--- config.mk ---
export PLATFORM = sky130hd
export DESIGN_NAME = ccr_regs
export DESIGN_NICKNAME = d
export VERILOG_FILES = /design/src/rtl/ccr_pkg.sv /design/src/rtl/ccr_regs.sv
export SDC_FILE = /design/constraint.sdc
export NUM_CORES = 1
export LEC_CHECK = 0
export ABC_AREA = 1
export BUFFER_PORTS_ARGS = -buffer_cell sky130_fd_sc_hd__buf_2
export CAP_MARGIN = 10
export CELL_PAD_IN_SITES_DETAIL_PLACEMENT = 1
export CELL_PAD_IN_SITES_GLOBAL_PLACEMENT = 1
export CORE_AREA = 2 2 126 128
export CTS_BUF_LIST = sky130_fd_sc_hd__clkbuf_8
export DETAILED_ROUTE_END_ITERATION = 7
export DIE_AREA = 0 0 128 130
export GPL_ROUTABILITY_DRIVEN = 0
export PLACE_DENSITY = 0.92
export SLEW_MARGIN = 20
export SYNTH_ARGS = -nofsm -noshare
export SYNTH_HDL_FRONTEND = slang
export SYNTH_SLANG_ARGS = --single-unit
--- constraint.sdc ---
create_clock -name mclk -period 2.05 [get_ports mclk]
set_clock_uncertainty 0.05 [all_clocks]
set_input_delay 0.615 -clock mclk [delete_from_list [all_inputs] [get_ports mclk]]
set_output_delay 0.615 -clock mclk [all_outputs]
set_load 0.02 [all_outputs]
--- src/rtl/ccr_pkg.sv ---
// Package: register map, field layout and reset values of the calibration slice
package ccr_pkg;
    // ------------------------------------------------------------------
    // Register indices (printed offsets are not multiples of four)
    // ------------------------------------------------------------------
    localparam logic [7:0] IDX_CH3_GAIN_CAL_LOW    = 8'h1C;
    localparam logic [7:0] IDX_CH4_CONFIG          = 8'h1D;
    localparam logic [7:0] IDX_CH4_OFFSET_CAL_HIGH = 8'h1E;
    localparam logic [7:0] IDX_CH4_OFFSET_CAL_LOW  = 8'h1F;
    localparam logic [7:0] IDX_CH4_GAIN_CAL_HIGH   = 8'h20;
    localparam logic [7:0] IDX_CH4_GAIN_CAL_LOW    = 8'h21;
    // ------------------------------------------------------------------
    // Field positions
    // ------------------------------------------------------------------
    localparam int PHASE_LSB    = 6;
    localparam int PHASE_W      = 10;
    localparam int DC_OFF_BIT   = 2;
    localparam int SEL_LSB      = 0;
    localparam int SEL_W        = 2;
    localparam int LOW_BYTE_LSB = 8;
    // ------------------------------------------------------------------
    // Reset values
    // ------------------------------------------------------------------
    localparam logic [15:0] RST_CONFIG    = 16'h0000;
    localparam logic [15:0] RST_OFS_HIGH  = 16'h0000;
    localparam logic [7:0]  RST_LOW_BYTE  = 8'h00;
    localparam logic [15:0] RST_GAIN_HIGH = 16'h8000;
    // Input selection codes
    typedef enum logic [1:0] {
        CCR_SEL_PINS, CCR_SEL_SHORT, CCR_SEL_TEST_POS, CCR_SEL_TEST_NEG
    } ccr_sel_t;
    // AXI response codes
    localparam logic [1:0] RESP_OKAY   = 2'h0;
    localparam logic [1:0] RESP_SLVERR = 2'h2;
endpackage

--- src/rtl/ccr_regs.sv ---
// Calibration and configuration register slice behind an AXI4-Lite slave
//
// Register access over AXI4-Lite was left to the implementer.
`timescale 1ns/1ps

// Behaviour
// Ch3 gain low byte in bits 15:8, reset zero
// Ch4 ten-bit signed phase delay, bits 15:6
// Ch4 config bits 5:3 always read zero
// Bit 2 disables DC block for channel 4
// Bits 1:0 select pins, short, test +/-
// Ch4 offset high word holds bits 23:8
// Ch4 offset low byte in 15:8, rest zero
// Ch4 gain high word holds bits 23:8
// Ch4 gain low byte in 15:8, rest zero
// Gain value is unsigned, 0.0 to under 2.0
// Ch4 gain high at 20h, resets to 8000h
// Ch4 config at 1Dh, resets to 0000h
// Other channels share the config layout
// Calibration value is high word above low byte
module ccr_regs (
    input  wire logic        mclk,
    input  wire logic        rstn,
    // AXI4-Lite write address
    input  wire logic [9:0]  s_axi_awaddr,
    input  wire logic        s_axi_awvalid,
    output logic             s_axi_awready,
    // AXI4-Lite write data
    input  wire logic [31:0] s_axi_wdata,
    input  wire logic [3:0]  s_axi_wstrb,
    input  wire logic        s_axi_wvalid,
    output logic             s_axi_wready,
    // AXI4-Lite write response
    output logic [1:0]       s_axi_bresp,
    output logic             s_axi_bvalid,
    input  wire logic        s_axi_bready,
    // AXI4-Lite read address
    input  wire logic [9:0]  s_axi_araddr,
    input  wire logic        s_axi_arvalid,
    output logic             s_axi_arready,
    // AXI4-Lite read data
    output logic [31:0]      s_axi_rdata,
    output logic [1:0]       s_axi_rresp,
    output logic             s_axi_rvalid,
    input  wire logic        s_axi_rready,
    // Conversion-side controls
    output logic [7:0]       ch3_gain_low_bits,
    output logic [9:0]       ch4_phase_delay,
    output logic             ch4_dc_block_off,
    output logic [1:0]       ch4_input_select,
    output logic [23:0]      ch4_offset_value,
    output logic [23:0]      ch4_gain_value
);

    // ------------------------------------------------------------------
    // Storage: only writable bits are kept
    // ------------------------------------------------------------------
    logic [7:0]  ch3_gain_low_q;
    logic [ccr_pkg::PHASE_W-1:0] ch4_phase_q;
    logic                        ch4_dc_off_q;
    logic [ccr_pkg::SEL_W-1:0]   ch4_sel_q;
    logic [15:0] ch4_offset_high_q;
    logic [7:0]  ch4_offset_low_q;
    logic [15:0] ch4_gain_high_q;
    logic [7:0]  ch4_gain_low_q;

    // ------------------------------------------------------------------
    // Write channel capture
    // ------------------------------------------------------------------
    logic        aw_held_q;
    logic [7:0]  aw_idx_q;
    logic        aw_bad_q;
    logic        w_held_q;
    logic [31:0] w_data_q;
    logic [3:0]  w_strb_q;
    logic        wr_fire;
    logic [7:0]  wr_idx;
    logic [15:0] wr_mask;
    logic        wr_hit;

    // Address and data are taken independently; each stalls once held
    assign s_axi_awready = !aw_held_q && !s_axi_bvalid;
    assign s_axi_wready  = !w_held_q && !s_axi_bvalid;
    assign wr_fire       = aw_held_q && w_held_q && !s_axi_bvalid;
    assign wr_idx        = aw_idx_q;
    assign wr_mask       = {{8{w_strb_q[1]}}, {8{w_strb_q[0]}}};

    // Address slot: full from its handshake until the write lands
    always_ff @(posedge mclk or negedge rstn) begin
        if (!rstn) begin
            aw_held_q <= 1'b0;
        end else if (s_axi_awvalid && s_axi_awready) begin
            aw_held_q <= 1'b1;
        end else if (wr_fire) begin
            aw_held_q <= 1'b0;
        end
    end

    // Address capture; misaligned low bits mark the access bad
    always_ff @(posedge mclk or negedge rstn) begin
        if (!rstn) begin
            aw_idx_q <= 8'h00;
            aw_bad_q <= 1'b0;
        end else if (s_axi_awvalid && s_axi_awready) begin
            aw_idx_q <= s_axi_awaddr[9:2];
            aw_bad_q <= |s_axi_awaddr[1:0];
        end
    end

    // Data slot: full from its handshake until the write lands
    always_ff @(posedge mclk or negedge rstn) begin
        if (!rstn) begin
            w_held_q <= 1'b0;
        end else if (s_axi_wvalid && s_axi_wready) begin
            w_held_q <= 1'b1;
        end else if (wr_fire) begin
            w_held_q <= 1'b0;
        end
    end

    // Data and strobe capture; kept until the address also arrives
    always_ff @(posedge mclk or negedge rstn) begin
        if (!rstn) begin
            w_data_q <= 32'h0000_0000;
            w_strb_q <= 4'h0;
        end else if (s_axi_wvalid && s_axi_wready) begin
            w_data_q <= s_axi_wdata;
            w_strb_q <= s_axi_wstrb;
        end
    end

    // Address decode shared by both directions
    function automatic logic idx_mapped(input logic [7:0] idx);
        idx_mapped = (idx >= ccr_pkg::IDX_CH3_GAIN_CAL_LOW)
                  && (idx <= ccr_pkg::IDX_CH4_GAIN_CAL_LOW);
    endfunction

    assign wr_hit = idx_mapped(wr_idx) && !aw_bad_q;

    // ------------------------------------------------------------------
    // Write selects: a refused write reaches no word
    // ------------------------------------------------------------------
    logic wr_ch3_gain_low;
    logic wr_ch4_config;
    logic wr_ch4_ofs_high;
    logic wr_ch4_ofs_low;
    logic wr_ch4_gain_high;
    logic wr_ch4_gain_low;

    // One strobe per word, raised only in the cycle the write lands
    assign wr_ch3_gain_low  = wr_fire && wr_hit && (wr_idx == ccr_pkg::IDX_CH3_GAIN_CAL_LOW);
    assign wr_ch4_config    = wr_fire && wr_hit && (wr_idx == ccr_pkg::IDX_CH4_CONFIG);
    assign wr_ch4_ofs_high  = wr_fire && wr_hit && (wr_idx == ccr_pkg::IDX_CH4_OFFSET_CAL_HIGH);
    assign wr_ch4_ofs_low   = wr_fire && wr_hit && (wr_idx == ccr_pkg::IDX_CH4_OFFSET_CAL_LOW);
    assign wr_ch4_gain_high = wr_fire && wr_hit && (wr_idx == ccr_pkg::IDX_CH4_GAIN_CAL_HIGH);
    assign wr_ch4_gain_low  = wr_fire && wr_hit && (wr_idx == ccr_pkg::IDX_CH4_GAIN_CAL_LOW);

    // ------------------------------------------------------------------
    // Write response
    // ------------------------------------------------------------------

    // Response valid: rises as the write lands, held until bready
    always_ff @(posedge mclk or negedge rstn) begin
        if (!rstn) begin
            s_axi_bvalid <= 1'b0;
        end else if (wr_fire) begin
            s_axi_bvalid <= 1'b1;
        end else if (s_axi_bready) begin
            s_axi_bvalid <= 1'b0;
        end
    end

    // Response code: unmapped or misaligned answers SLVERR
    always_ff @(posedge mclk or negedge rstn) begin
        if (!rstn) begin
            s_axi_bresp <= ccr_pkg::RESP_OKAY;
        end else if (wr_fire) begin
            s_axi_bresp <= wr_hit ? ccr_pkg::RESP_OKAY : ccr_pkg::RESP_SLVERR;
        end
    end

    // ------------------------------------------------------------------
    // Register updates, one process per word and per config field; byte lanes honoured
    // ------------------------------------------------------------------
    function automatic logic [15:0] merge(input logic [15:0] old_v,
                                          input logic [15:0] new_v,
                                          input logic [15:0] mask);
        merge = (old_v & ~mask) | (new_v & mask);
    endfunction

    // Channel 3 gain low byte
    always_ff @(posedge mclk or negedge rstn) begin
        if (!rstn) begin
            ch3_gain_low_q <= ccr_pkg::RST_LOW_BYTE;
        end else if (wr_ch3_gain_low && w_strb_q[1]) begin
            ch3_gain_low_q <= w_data_q[15:8];
        end
    end

    // ------------------------------------------------------------------
    // Config word layout, common to every channel's config word
    // ------------------------------------------------------------------
    localparam int CFG_RSV_W = ccr_pkg::PHASE_LSB - ccr_pkg::DC_OFF_BIT - 1;
    logic [15:0] ch4_config_word;
    logic [15:0] cfg_merged;

    // Reserved field is a constant zero and has no flop, so no write reaches it
    function automatic logic [15:0] cfg_word(input logic [ccr_pkg::PHASE_W-1:0] phase,
                                             input logic                        dc_off,
                                             input logic [ccr_pkg::SEL_W-1:0]   sel);
        cfg_word = {phase, {CFG_RSV_W{1'b0}}, dc_off, sel};
    endfunction

    // Read view of the word; strobed lanes overlay it on a write
    assign ch4_config_word = cfg_word(ch4_phase_q, ch4_dc_off_q, ch4_sel_q);
    assign cfg_merged      = merge(ch4_config_word, w_data_q[15:0], wr_mask);

    // Phase delay spans both byte lanes; the merge keeps an unstrobed lane
    always_ff @(posedge mclk or negedge rstn) begin
        if (!rstn) begin
            ch4_phase_q <= ccr_pkg::RST_CONFIG[ccr_pkg::PHASE_LSB +: ccr_pkg::PHASE_W];
        end else if (wr_ch4_config) begin
            ch4_phase_q <= cfg_merged[ccr_pkg::PHASE_LSB +: ccr_pkg::PHASE_W];
        end
    end

    // DC-block disable; zero leaves the channel under the global setting
    always_ff @(posedge mclk or negedge rstn) begin
        if (!rstn) begin
            ch4_dc_off_q <= ccr_pkg::RST_CONFIG[ccr_pkg::DC_OFF_BIT];
        end else if (wr_ch4_config) begin
            ch4_dc_off_q <= cfg_merged[ccr_pkg::DC_OFF_BIT];
        end
    end

    // Input selection code
    always_ff @(posedge mclk or negedge rstn) begin
        if (!rstn) begin
            ch4_sel_q <= ccr_pkg::RST_CONFIG[ccr_pkg::SEL_LSB +: ccr_pkg::SEL_W];
        end else if (wr_ch4_config) begin
            ch4_sel_q <= cfg_merged[ccr_pkg::SEL_LSB +: ccr_pkg::SEL_W];
        end
    end

    // Channel 4 offset high word
    always_ff @(posedge mclk or negedge rstn) begin
        if (!rstn) begin
            ch4_offset_high_q <= ccr_pkg::RST_OFS_HIGH;
        end else if (wr_ch4_ofs_high) begin
            ch4_offset_high_q <= merge(ch4_offset_high_q, w_data_q[15:0], wr_mask);
        end
    end

    // Channel 4 offset low byte
    always_ff @(posedge mclk or negedge rstn) begin
        if (!rstn) begin
            ch4_offset_low_q <= ccr_pkg::RST_LOW_BYTE;
        end else if (wr_ch4_ofs_low && w_strb_q[1]) begin
            ch4_offset_low_q <= w_data_q[15:8];
        end
    end

    // Channel 4 gain high word: reset gives unity gain
    always_ff @(posedge mclk or negedge rstn) begin
        if (!rstn) begin
            ch4_gain_high_q <= ccr_pkg::RST_GAIN_HIGH;
        end else if (wr_ch4_gain_high) begin
            ch4_gain_high_q <= merge(ch4_gain_high_q, w_data_q[15:0], wr_mask);
        end
    end

    // Channel 4 gain low byte
    always_ff @(posedge mclk or negedge rstn) begin
        if (!rstn) begin
            ch4_gain_low_q <= ccr_pkg::RST_LOW_BYTE;
        end else if (wr_ch4_gain_low && w_strb_q[1]) begin
            ch4_gain_low_q <= w_data_q[15:8];
        end
    end

    // ------------------------------------------------------------------
    // Read path
    // ------------------------------------------------------------------
    logic [15:0] rd_word;
    logic [7:0]  rd_idx;
    logic        rd_ok;

    assign s_axi_arready = !s_axi_rvalid;
    assign rd_idx        = s_axi_araddr[9:2];
    assign rd_ok         = idx_mapped(rd_idx) && ~|s_axi_araddr[1:0];

    // Word view; reserved low bytes are constant zero
    always_comb begin
        unique case (rd_idx)
            ccr_pkg::IDX_CH3_GAIN_CAL_LOW:    rd_word = {ch3_gain_low_q, 8'h00};
            ccr_pkg::IDX_CH4_CONFIG:          rd_word = ch4_config_word;
            ccr_pkg::IDX_CH4_OFFSET_CAL_HIGH: rd_word = ch4_offset_high_q;
            ccr_pkg::IDX_CH4_OFFSET_CAL_LOW:  rd_word = {ch4_offset_low_q, 8'h00};
            ccr_pkg::IDX_CH4_GAIN_CAL_HIGH:   rd_word = ch4_gain_high_q;
            ccr_pkg::IDX_CH4_GAIN_CAL_LOW:    rd_word = {ch4_gain_low_q, 8'h00};
            default:                          rd_word = 16'h0000;
        endcase
    end

    // Read valid one cycle after the address is taken; held until rready
    always_ff @(posedge mclk or negedge rstn) begin
        if (!rstn) begin
            s_axi_rvalid <= 1'b0;
        end else if (s_axi_arvalid && s_axi_arready) begin
            s_axi_rvalid <= 1'b1;
        end else if (s_axi_rready) begin
            s_axi_rvalid <= 1'b0;
        end
    end

    // Read data; a refused read returns zero rather than a neighbour's word
    always_ff @(posedge mclk or negedge rstn) begin
        if (!rstn) begin
            s_axi_rdata <= 32'h0000_0000;
        end else if (s_axi_arvalid && s_axi_arready) begin
            s_axi_rdata <= rd_ok ? {16'h0000, rd_word} : 32'h0000_0000;
        end
    end

    // Read response code: unmapped or misaligned answers SLVERR
    always_ff @(posedge mclk or negedge rstn) begin
        if (!rstn) begin
            s_axi_rresp <= ccr_pkg::RESP_OKAY;
        end else if (s_axi_arvalid && s_axi_arready) begin
            s_axi_rresp <= rd_ok ? ccr_pkg::RESP_OKAY : ccr_pkg::RESP_SLVERR;
        end
    end

    // ------------------------------------------------------------------
    // Conversion-side views; values apply from the cycle after a write
    // ------------------------------------------------------------------
    // Config fields straight from their flops, no decode in the path
    assign ch4_phase_delay  = ch4_phase_q;
    assign ch4_dc_block_off = ch4_dc_off_q;
    assign ch4_input_select = ch4_sel_q;
    assign ch3_gain_low_bits = ch3_gain_low_q;
    // Unsigned gain: 800000h is unity, full scale just under two
    assign ch4_gain_value   = {ch4_gain_high_q, ch4_gain_low_q};
    assign ch4_offset_value = {ch4_offset_high_q, ch4_offset_low_q};

endmodule // ccr_regs

Yosys cells after proc, flatten, opt, wreduce, memory -nomap -nowiden --
Index checks and enable logic that the tools add are counted.
Word-level totals: bits in registers 136, input port bits 63, output and inout bits 110, logic and storage cells 87
Cells by class: $lt $le $gt $ge 4, equal/unequal tests 12, muxes and demuxes 11, bitwise gates (word level) 8, reductions and logical operators 33
Operators with widths (number):
- one-hot mux 16 bit (6 select lines) | 1
- AND 16 bit | 4
- == test 8 x 5 -> 1 bit (second input constant) | 8
- OR 16 bit | 3
- == test 8 x 6 -> 1 bit (second input constant) | 4
- logical AND 1 bit | 21
- greater-or-equal comparator 8 x 5 -> 1 bit (second input constant) | 2
- <= comparator 8 x 6 -> 1 bit (second input constant) | 2
- 2-to-1 mux 16 bit | 1
- inverter 16 bit | 1
- nonzero test 2 bit | 4
- 2-to-1 mux 1 bit | 7
- logical NOT 1 bit | 6
- 2-to-1 mux 2 bit | 2
- OR reduction 2 bit | 2

Depth between registers and ports, before layout --
Gate-level depths: netlist of the first run.
depth after elaboration 6, depth in mapped cells 11, mapped depth without buffers 9

Worst setup path after synthesis of the first run --
OpenSTA, ideal clock, no wires.
path kind input port to flip-flop, start point in s_axi_araddr[3], end point reg s_axi_rdata[12], setup time 0.066 ns, data arrival time 1.613 ns, required time 1.934 ns, path slack 0.322 ns, stages on the path 10, path through inv_1 nand2_1 nor2_1 nand2_1 nand3_1 nand2_1 inv_1 buf_4 nand2_1 nand2_1
Between the ends: cells in the longest elaborated chain, start to end 4
Ends and longest elaborated chain:
- from (decl) | RTL line ccr_regs.sv:38 | input wire logic [9:0] s_axi_araddr,
- greater-or-equal comparator 8 x 5 -> 1 bit / <= comparator 8 x 6 -> 1 bit (equally long branches) | RTL line ccr_regs.sv:134, ccr_regs.sv:135
- logical AND 1 bit | RTL line ccr_regs.sv:135 | && (idx <= ccr_pkg::IDX_CH4_GAIN_CAL_LOW);
- logical AND 1 bit | RTL line ccr_regs.sv:290 | assign rd_ok = idx_mapped(rd_idx) && ~|s_axi_araddr[1:0];
- 2-to-1 mux 16 bit * | RTL line ccr_regs.sv:321 | s_axi_rdata <= rd_ok ? {16'h0000, rd_word} : 32'h0000_0000;
- to (signal assigned) | RTL line ccr_regs.sv:321
- to (decl) | RTL line ccr_regs.sv:42 | output logic [31:0] s_axi_rdata,
Mark *: on every way between the ends. The rest lies on a longest branch, timed or not. A chain may end at the register's enable or synchronous reset.

==> impl_metrics.py, run 1 <==
metrics = {
    "sta": {
        "tightest_slew_ns": 0.495,
        "timing.fmax_mhz": 525,
        "slew_viol_final": 0,
        "finalCriticalPeriod_ns": 1.90,
        "hold_viol_final": 0,
        "setup_violations": 0,
        "rsz0062_at_grt": "false",
        "hold_ws_ns": 0.291,
        "slew_headroom": 0.668,
        "fin_tns_setup_ns": 0,
        "setup_ws_ns": 0.147,
        "post-route-period-util": 0.928,
    },
    "critical_path": {
        "arrival_ns": 2.19,
        "path_delay_family": "simple AND/OR/NAND/NOR gates",
        "cp_max_fo": 6,
        "crit_path_end_kind": "register",
        "crit_chain": "nor2_1 > o21ai_0 > inv_1 > nand2_1 > nand2_1 > nand4_1 > nand2_1 > nand2_1",
        "cp_slowest_cell": "dfrtp_1",
        "cp_common_cell": "nand2_1",
        "critical_path_class": "register to register",
        "critPathRequiredTime_ns": 2.34,
        "slowest_delay_ns": 0.38,
        "startpoint_type": "register",
        "path_buf_inv": 1,
    },
    "place": {
        "io_buffer_count": 136,
        "hpwl_microns": 14200,
        "dp_slack_ns": 0.0301,
    },
    "cts": {
        "clock_sinks": 118,
        "cts_tree": "built",
        "insertion_delay_ns": 0.45,
        "clock-root-buffer": "clkbuf_8",
        "cts_max_path_buffers": 2,
        "cts_buffers": 17,
        "h-tree-depth": 4,
        "clkTransAtPathRegs_ns": 0.07,
    },
    "global_routing": {
        "grt_max_degree": 51,
        "antenna_found_initial": 0,
        "grt_pass1_wl_microns": 31100,
        "grt_pass1_vias": 5845,
        "grt_usage": 0.241,
        "grt-ovfl-total": 0,
    },
    "synthesis": {
        "yosysUniqueCellTypes": 24,
        "synth_cells": 694,
        "synth_area_sq_um": 5680,
        "ys_ff_latch": 118,
        "synth_area_per_cell_sq_um": 8.19,
        "synth_top_cell_by_area": "dfrtp_1",
        "yosysSeqAreaShare": 0.520,
        "yosys-top-cells-area": "dfrtp_1 52%, nand2_1 17%, nand3_1 8.3%, nand4_1 5.5%, mux2_2 3.2%",
        "yosysTopAreaCellShare": 0.515,
        "yosys_warnings": 0,
    },
    "floorplanning": {
        "die_h_microns": 130,
        "core_area_sq_um": 15400,
        "rows": 46,
        "start_util": 0.368,
        "die_area_sq_um": 16600,
        "pin_count": 173,
        "die_x_microns": 128,
    },
    "routing": {
        "num_vias": 5718,
        "drc_errors": 0,
        "drt-total-wl_microns": 19800,
        "initialDrtViolationCount": 409,
        "ant_nets": 0,
        "dr.pass1.iters": 5,
        "routedWlPerCell_microns": 18.8,
        "avgViaCountPerCell": 5.43,
    },
    "flow_run": {
        "maxCapViolations": 0,
    },
    "min_path": {
        "hold_path_class": "input pin to register",
    },
    "power": {
        "power_mw": 7.21,
        "vdd_drop_max_v": 0.000480,
        "power.density_nw_per_um2": 1010,
        "p_leak_nw": 4.08,
    },
    "layout": {
        "fin_nets": 913,
        "diodes": 0,
        "syn_to_final_growth_pct": 26.0,
        "drive_gt1_frac": 0.266,
        "fillCellCount": 1910,
    },
    "outcome": {
        "status": "finished clean",
    },
}
==> worst paths after layout <==
kind	slack, ns	startpoint	end	depth (start not counted)
worst min-delay path	0.29	s_axi_bready	s_axi_bvalid	2
worst min register to register	0.43	s_axi_rdata[5]	s_axi_rdata[5]	2
min in group asynchronous	0.49	rstn	async pin	2
worst max-delay path	0.15	aw_idx_q[6]	register	8
max in group asynchronous	0.86	rstn	async pin	3
worst max register to register	0.15	aw_idx_q[6]	register	8
==> report_power, final <==
part / total [mW] / leakage [nW] / internal [mW] / switching [mW]
logic: 1.61 / 2.28 / 0.544 / 1.07
registers: 3.21 / 1.57 / 2.70 / 0.512
clock network: 2.39 / 0.229 / 1.43 / 0.952
total: 7.21 / 4.08 / 4.68 / 2.53
==> metal layers <==
| metal | track usage | wire, microns |
|---|---|---|
| met1 | 0.291 | 8020 |
| met2 | 0.402 | 9630 |
| met3 | 0.0586 | 1320 |
| met4 | 0.127 | 847 |
| met5 | 0 | 0 |
==> layout by cell type, fill, tap and decap left out, drive strengths merged <==
master,n
a31oi,1
dfstp,1
conb,18
clkbuf,21
clkinvlp,1
inv,38
and3,3
dlygate4sd3,1
nand3,95
nor3,3
dfrtp,117
buf,168
nand2,251
nor2,42
bufinv,4
clkinv,5
mux2,16
o21ai,18
a21oi,7
nand4,52
==> through the flow <==
| stage | util | cell area, sq um | std cells |
|---|---|---|---|
| global route | 0.464 | 7160 | 1054 |
| floorplan | - | 5750 | 711 |
| global placement | 0.432 | 6670 | 1019 |
| detailed placement | 0.432 | 6670 | 1019 |
| finish | 0.464 | 7160 | 1054 |
| CTS | 0.461 | 7120 | 1051 |
==> cell usage after synthesis, drive strengths merged <==
library cell	instances
conb	1
buf	40
and3	3
nand3	95
a31oi	1
nor3	3
dfstp	1
nand4	52
nor2	42
mux2	16
inv	37
o21ai	18
clkbuf	9
a21oi	7
dfrtp	117
clkinv	1
nand2	251
==> cell type report <==
| cell class | instances | area, sq um | area share |
|---|---|---|---|
| multi-input cells | 506 | 2370 | 0.331 |
| clock buffers | 21 | 289 | 0.0404 |
| clock inverters | 10 | 151 | 0.0212 |
| repair buffers | 169 | 1010 | 0.141 |
| flip-flops and latches | 118 | 2950 | 0.413 |
| inverters | 38 | 143 | 0.0199 |
| well taps | 192 | 240 | 0.0336 |
==> repair_timing <==
| item | in CTS | in global routing |
|---|---|---|
| hold endpoints to repair | 6 | 0 |
| hold buffers | 1 | 0 |
| setup buffers | 0 | 3 |
| endpoints found under the setup margin | 0 | 31 |
| gates resized for setup | 0 | 2 |
==> logic make-up (layout without fill, tap and decap cells) <==
family / after synthesis / in the layout / share of synthesized area
AOI/OAI and AO/OA: 26 / 26 / 0.0251
and+or+nand+nor: 446 / 446 / 0.347
buffers and inverters: 87 / 238 / 0.0751
DFF: 118 / 118 / 0.520
other: 1 / 18 / 0.000660
muxes: 16 / 16 / 0.0317
Power figures use the tool's default switching activity.
==> run 2, diff against run 1 <==
ABC_AREA = not set   (was 1)
CORE_AREA = 2 2 117 119   (was 2 2 126 128)
DIE_AREA = 0 0 119 121   (was 0 0 128 130)
==> impl_metrics.py, run 2 <==
metrics = {
    "outcome": {
        "status": "finished clean",
    },
    "synthesis": {
        "synthTopCellsByCount": "117 x dfrtp_1, 102 x mux2_2, 25 x nand2_1, 18 x buf_4, 16 x mux2i_1",
        "yosysTopAreaCellShare": 0.556,
        "synth_area_sq_um": 5270,
        "synth.most_common_cell": "dfrtp_1",
        "yosys_warnings": 0,
        "synthFlopType": "dfrtp_1",
        "synth_top_cell_by_area": "dfrtp_1",
        "yosysUniqueCellTypes": 43,
        "ys_ff_latch": 118,
        "synth_area_per_cell_sq_um": 13.6,
        "synth-edff-count": 0,
        "yosysSeqAreaShare": 0.561,
        "synth_cells": 388,
        "yosys-top-cells-area": "dfrtp_1 56%, mux2_2 22%, mux2i_1 3.0%, buf_4 2.6%, nand2_1 1.8%",
        "ys_async_sr_fraction": 1.00,
    },
    "global_routing": {
        "grt_pass1_wl_microns": 22900,
        "grt-ovfl-total": 0,
        "grt_pass1_vias": 4251,
        "grt_max_degree": 56,
        "grt_usage": 0.210,
        "antenna_found_initial": 0,
    },
    "critical_path": {
        "crit_path_end_kind": "register",
        "startpoint_type": "register",
        "ff2ff_path_depth": 5,
        "path_buf_inv": 1,
        "crit_chain": "nand4b_1 > or3_4 > nor3_4 > buf_12 > mux2_2",
        "critical_path_class": "register to register",
        "slowest_delay_ns": 0.44,
        "cp_slowest_cell": "or3_4",
        "critPathRequiredTime_ns": 2.30,
        "r2r_end": "ch4_offset_low_q[1]",
        "arrival_ns": 2.23,
        "r2r_start": "aw_idx_q[5]",
        "cp_max_fo": 8,
        "r2r_slack_ns": 0.07,
        "path_delay_family": "simple AND/OR/NAND/NOR gates",
    },
    "sta": {
        "rsz0062_at_grt": "false",
        "slew_viol_final": 0,
        "finalCriticalPeriod_ns": 1.98,
        "hold_ws_ns": 0.335,
        "hold_viol_final": 0,
        "setup_violations": 0,
        "post-route-period-util": 0.966,
        "timing.fmax_mhz": 505,
    },
    "floorplanning": {
        "core_area_sq_um": 13100,
        "die_area_sq_um": 14400,
        "start_util": 0.403,
        "pin_count": 173,
        "die_x_microns": 119,
        "die_h_microns": 121,
        "rows": 42,
    },
    "layout": {
        "fillCellCount": 1403,
        "layout_commonest_cell": "buf_2",
        "most-common-layout-cells": "135 x buf_2, 117 x dfrtp_1, 102 x mux2_2",
        "stdcell_area_sq_um": 6750,
        "seq_area_sq_um": 2950,
        "drive_gt1_frac": 0.540,
        "multiInputGateArea_sq_um": 2170,
        "diodes": 0,
        "instances_no_fill": 746,
        "syn_to_final_growth_pct": 28.2,
        "fin_nets": 620,
    },
    "power": {
        "vdd_drop_max_v": 0.000421,
        "p_leak_nw": 3.51,
        "power.density_nw_per_um2": 936,
        "power_mw": 6.32,
    },
    "cts": {
        "h-tree-depth": 4,
        "clock_sinks": 118,
        "cts_tree": "built",
        "cts_max_path_buffers": 2,
        "clock-root-buffer": "clkbuf_8",
        "cts_buffers": 17,
        "clkTransAtPathRegs_ns": 0.07,
        "insertion_delay_ns": 0.42,
    },
    "routing": {
        "num_vias": 3797,
        "drt-total-wl_microns": 14700,
        "drc_errors": 0,
        "dr.pass1.iters": 4,
        "initialDrtViolationCount": 157,
        "avgViaCountPerCell": 5.09,
        "ant_nets": 0,
        "routedWlPerCell_microns": 19.7,
    },
    "min_path": {
        "hold_path_class": "input pin to register",
        "whs_endpoint": "s_axi_rvalid",
        "min_from": "s_axi_rready",
        "min_path_cells": 2,
    },
    "place": {
        "io_buffer_count": 136,
        "placed_area_sq_um": 6340,
        "hpwl_microns": 10800,
        "placed_cells": 713,
    },
    "flow_run": {
        "maxCapViolations": 0,
    },
}
[run 2: cell types whose count changed after synthesis, sizes merged, moves of 11 or more]
cell	delta
nand3	-94
mux2	+86
mux2i	+16
buf	-16
inv	-33
nand4	-52
a22oi	+11
nor2	-36
nand2	-225
[run 2: per-stage QoR]
step | setup TNS [ns] | util | setup WS, ns
2_1_floorplan | 0 | - | 0.0124
3_3_place_gp | -0.0731 | 0.484 | -0.0183
3_5_place_dp | -3.51 | 0.484 | -0.223
4_1_cts | 0 | 0.516 | 0.0213
5_1_grt | 0 | 0.516 | 0.00770
6_report | 0 | 0.516 | 0.0699
[run 2: kinds of logic after synthesis]
| family | share of synthesized area |
|---|---|
| buf+inv | 0.0413 |
| simple gates | 0.0803 |
| flops | 0.561 |
| compound gates | 0.0684 |
| other cells | 0.000712 |
| mux | 0.248 |
[run 2: timing repair]
item                       in CTS  in global routing
setup endpoints to repair       9                 33
resized for setup               1                  1
hold buffers                    1                  0
buffers inserted                0                  1
pin swaps                       2                  1
hold endpoints to repair       13                  0
[run 2: worst max path at each step]
| stage | startpoint | endpoint | slack [ns] | depth (start not counted) |
|---|---|---|---|---|
| 6_report | aw_idx_q[5] | ch4_offset_low_q[1] | 0.07 | 5 |
| 5_1_grt | aw_idx_q[5] | ch4_offset_low_q[1] | 0.008 | 5 |
| 4_1_cts | aw_idx_q[5] | ch4_offset_low_q[1] | 0.02 | 6 |
| 3_5_place_dp | s_axi_araddr[6] | s_axi_rdata[5] | -0.22 | 6 |
| 3_3_place_gp | s_axi_araddr[6] | s_axi_rdata[14] | -0.02 | 6 |
| 2_1_floorplan | s_axi_araddr[6] | s_axi_rdata[14] | 0.01 | 5 |
[run 2: layout make-up]
class	instances	area share
clock buffers	19	0.0387
clock inverters	13	0.0207
inverters	4	0.00222
multi-input cells	252	0.321
flip-flops and latches	118	0.437
well taps	176	0.0326
repair buffers	164	0.147
[run 2: report_power, final]
part	switching (mW)	total (mW)	internal (mW)
sequential	0.416	3.09	2.68
combinational	0.557	1.09	0.533
clock	0.897	2.14	1.24
[run 2: layer usage]
metal  vias up  share of wire  global-route usage
met1      1946           0.41               0.242
met3        19          0.042              0.0512
li1       1723              -                   -
met2       109           0.53               0.377
met5         -              0                   0
met4         0          0.017              0.0774
==> run 3, diff against run 2 <==
--- a/config.mk
+++ b/config.mk
@@ -16,4 +16,5 @@
 export GPL_ROUTABILITY_DRIVEN = 0
 export PLACE_DENSITY = 0.92
+export REMOVE_ABC_BUFFERS = 1
 export SLEW_MARGIN = 20
 export SYNTH_ARGS = -nofsm -noshare
==> constraint.sdc (replaced) <==
create_clock -name mclk -period 2.05 [get_ports mclk]
set_clock_uncertainty 0.05 [all_clocks]
set_input_delay 0.205 -clock mclk [delete_from_list [all_inputs] [get_ports mclk]]
set_output_delay 0.205 -clock mclk [all_outputs]
set_load 0.02 [all_outputs]
==> impl_metrics.py, run 3 (same netlist as run 2, synthesis figures left out) <==
metrics = {
    "routing": {
        "avgViaCountPerCell": 5.20,
        "drc_errors": 0,
        "initialDrtViolationCount": 239,
        "num_vias": 4017,
        "ant_nets": 0,
        "routedWlPerCell_microns": 20.3,
        "dr.pass1.iters": 4,
        "drt-total-wl_microns": 15700,
    },
    "sta": {
        "fin_tns_setup_ns": 0,
        "setup_ws_ns": 0.0844,
        "post-route-period-util": 0.959,
        "timing.fmax_mhz": 509,
        "rsz0062_at_grt": "false",
        "slew_viol_final": 0,
        "hold_viol_final": 0,
        "tightest_slew_ns": 1.01,
        "setup_violations": 0,
        "slew_headroom": 0.320,
        "finalCriticalPeriod_ns": 1.97,
    },
    "layout": {
        "instances_no_fill": 773,
        "drive_gt1_frac": 0.512,
        "syn_to_final_growth_pct": 32.6,
        "most-common-layout-cells": "135 x buf_2, 117 x dfrtp_1, 102 x mux2_2",
        "fin_nets": 647,
        "layout_commonest_cell": "buf_2",
    },
    "global_routing": {
        "grt_usage": 0.228,
        "grt-ovfl-total": 0,
        "globalRoute.busiestLayer": "met2",
        "grt_pass1_vias": 4438,
        "antenna_found_initial": 1,
        "grt_util_met3": 0.0663,
        "use_met1": 0.268,
        "met2_usage": 0.396,
        "grt_max_degree": 49,
        "grt_pass1_wl_microns": 24600,
    },
    "floorplanning": {
        "core_area_sq_um": 13100,
        "die_h_microns": 121,
        "die_x_microns": 119,
        "rows": 42,
        "start_util": 0.403,
        "die_area_sq_um": 14400,
        "pin_count": 173,
    },
    "min_path": {
        "hold_path_class": "input pin to register",
    },
    "outcome": {
        "status": "finished clean",
    },
    "flow_run": {
        "maxCapViolations": 0,
    },
    "cts": {
        "cts_max_path_buffers": 2,
        "cts_buffers": 17,
        "clock-root-buffer": "clkbuf_8",
        "clock_sinks": 118,
        "h-tree-depth": 4,
        "cts_tree": "built",
        "post_cts_buffers": 0,
        "insertion_delay_ns": 0.43,
        "clkTransAtPathRegs_ns": 0.07,
    },
    "critical_path": {
        "crit_path_end_kind": "register",
        "arrival_ns": 2.23,
        "cp_max_fo": 8,
        "r2r_slack_ns": 0.08,
        "startpoint_type": "register",
        "critical_path_class": "register to register",
        "critPathRequiredTime_ns": 2.31,
    },
    "power": {
        "power.share.switching": 0.305,
        "power_frac_comb": 0.179,
        "power.density_nw_per_um2": 889,
        "clock_power_share": 0.323,
        "p_leak_nw": 3.59,
        "seq_power_share": 0.499,
        "p_int_mw": 4.31,
        "vdd_drop_max_v": 0.000704,
        "p_sw_mw": 1.89,
    },
    "place": {
        "io_buffer_count": 136,
        "dp_slack_ns": 0.0309,
        "placed_cells": 711,
        "hpwl_microns": 10600,
    },
}
-- run 3: worst max-delay path, stage by stage (launching register included) --
cell and delay, ns:
dfrtp_1 0.40, nand4b_1 0.16, or3_1 0.31, buf_4 0.19, nor3_4 0.22, buf_12 0.17, mux2_2 0.34
-- run 3: cell type report --
| type | instances | area (sq um) |
|---|---|---|
| clock buffers | 22 | 303 |
| diodes | 1 | 2.50 |
| repair buffers | 191 | 1250 |
| clock inverters | 9 | 77.6 |
| fillers | 1381 | 6100 |
| multi-input cells | 252 | 2160 |
| flip-flops and latches | 118 | 2950 |
| inverters | 4 | 15.0 |
| well taps | 176 | 220 |
-- run 3: per-stage QoR --
stage / util / power [mW] / hold WS [ns] / instance area [sq um]
final: 0.534 / 6.21 / 0.0259 / 6980
after global routing: 0.533 / 6.52 / 0.0209 / 6980
after CTS: 0.533 / 6.24 / 0.00280 / 6980
after detailed placement: 0.481 / 4.17 / 0.223 / 6290
after global placement: 0.481 / 4.07 / 0.203 / 6290
after floorplan: - / 3.69 / -0.141 / 5130
-- run 3: per-layer routing --
layer | share of wire | up-vias
li1 | - | 1779
met5 | 0 | -
met4 | 0.020 | 0
met2 | 0.52 | 153
met1 | 0.40 | 2062
met3 | 0.057 | 23
-- run 3: repair_timing --
action / 4_1_cts / 5_1_grt
endpoints found under the setup margin: 0 / 10
hold buffers: 30 / 0
gates resized for setup: 0 / 1
endpoints found under the hold margin: 71 / 0
-- run 3: worst paths after layout --
path | startpoint | end | cells past startpoint
min in group asynchronous | rstn | w_data_q[0] | 2
max in group asynchronous | rstn | async pin | 3
setup reg to reg | aw_idx_q[5] | ch4_offset_low_q[0] | 6
hold / removal | s_axi_awaddr[1] | aw_bad_q | 3
setup / recovery | aw_idx_q[5] | ch4_offset_low_q[0] | 6
hold reg to reg | s_axi_rdata[3] | s_axi_rdata[3] | 2
-- run 3: power by group through the flow --
stage	logic (mW)	registers [mW]	clock network, mW
floorplan	0.643	3.04	0
global placement	1.01	3.06	0
detailed placement	1.06	3.11	0
CTS	1.12	3.08	2.05
global route	1.20	3.16	2.16
finish	1.11	3.09	2.00
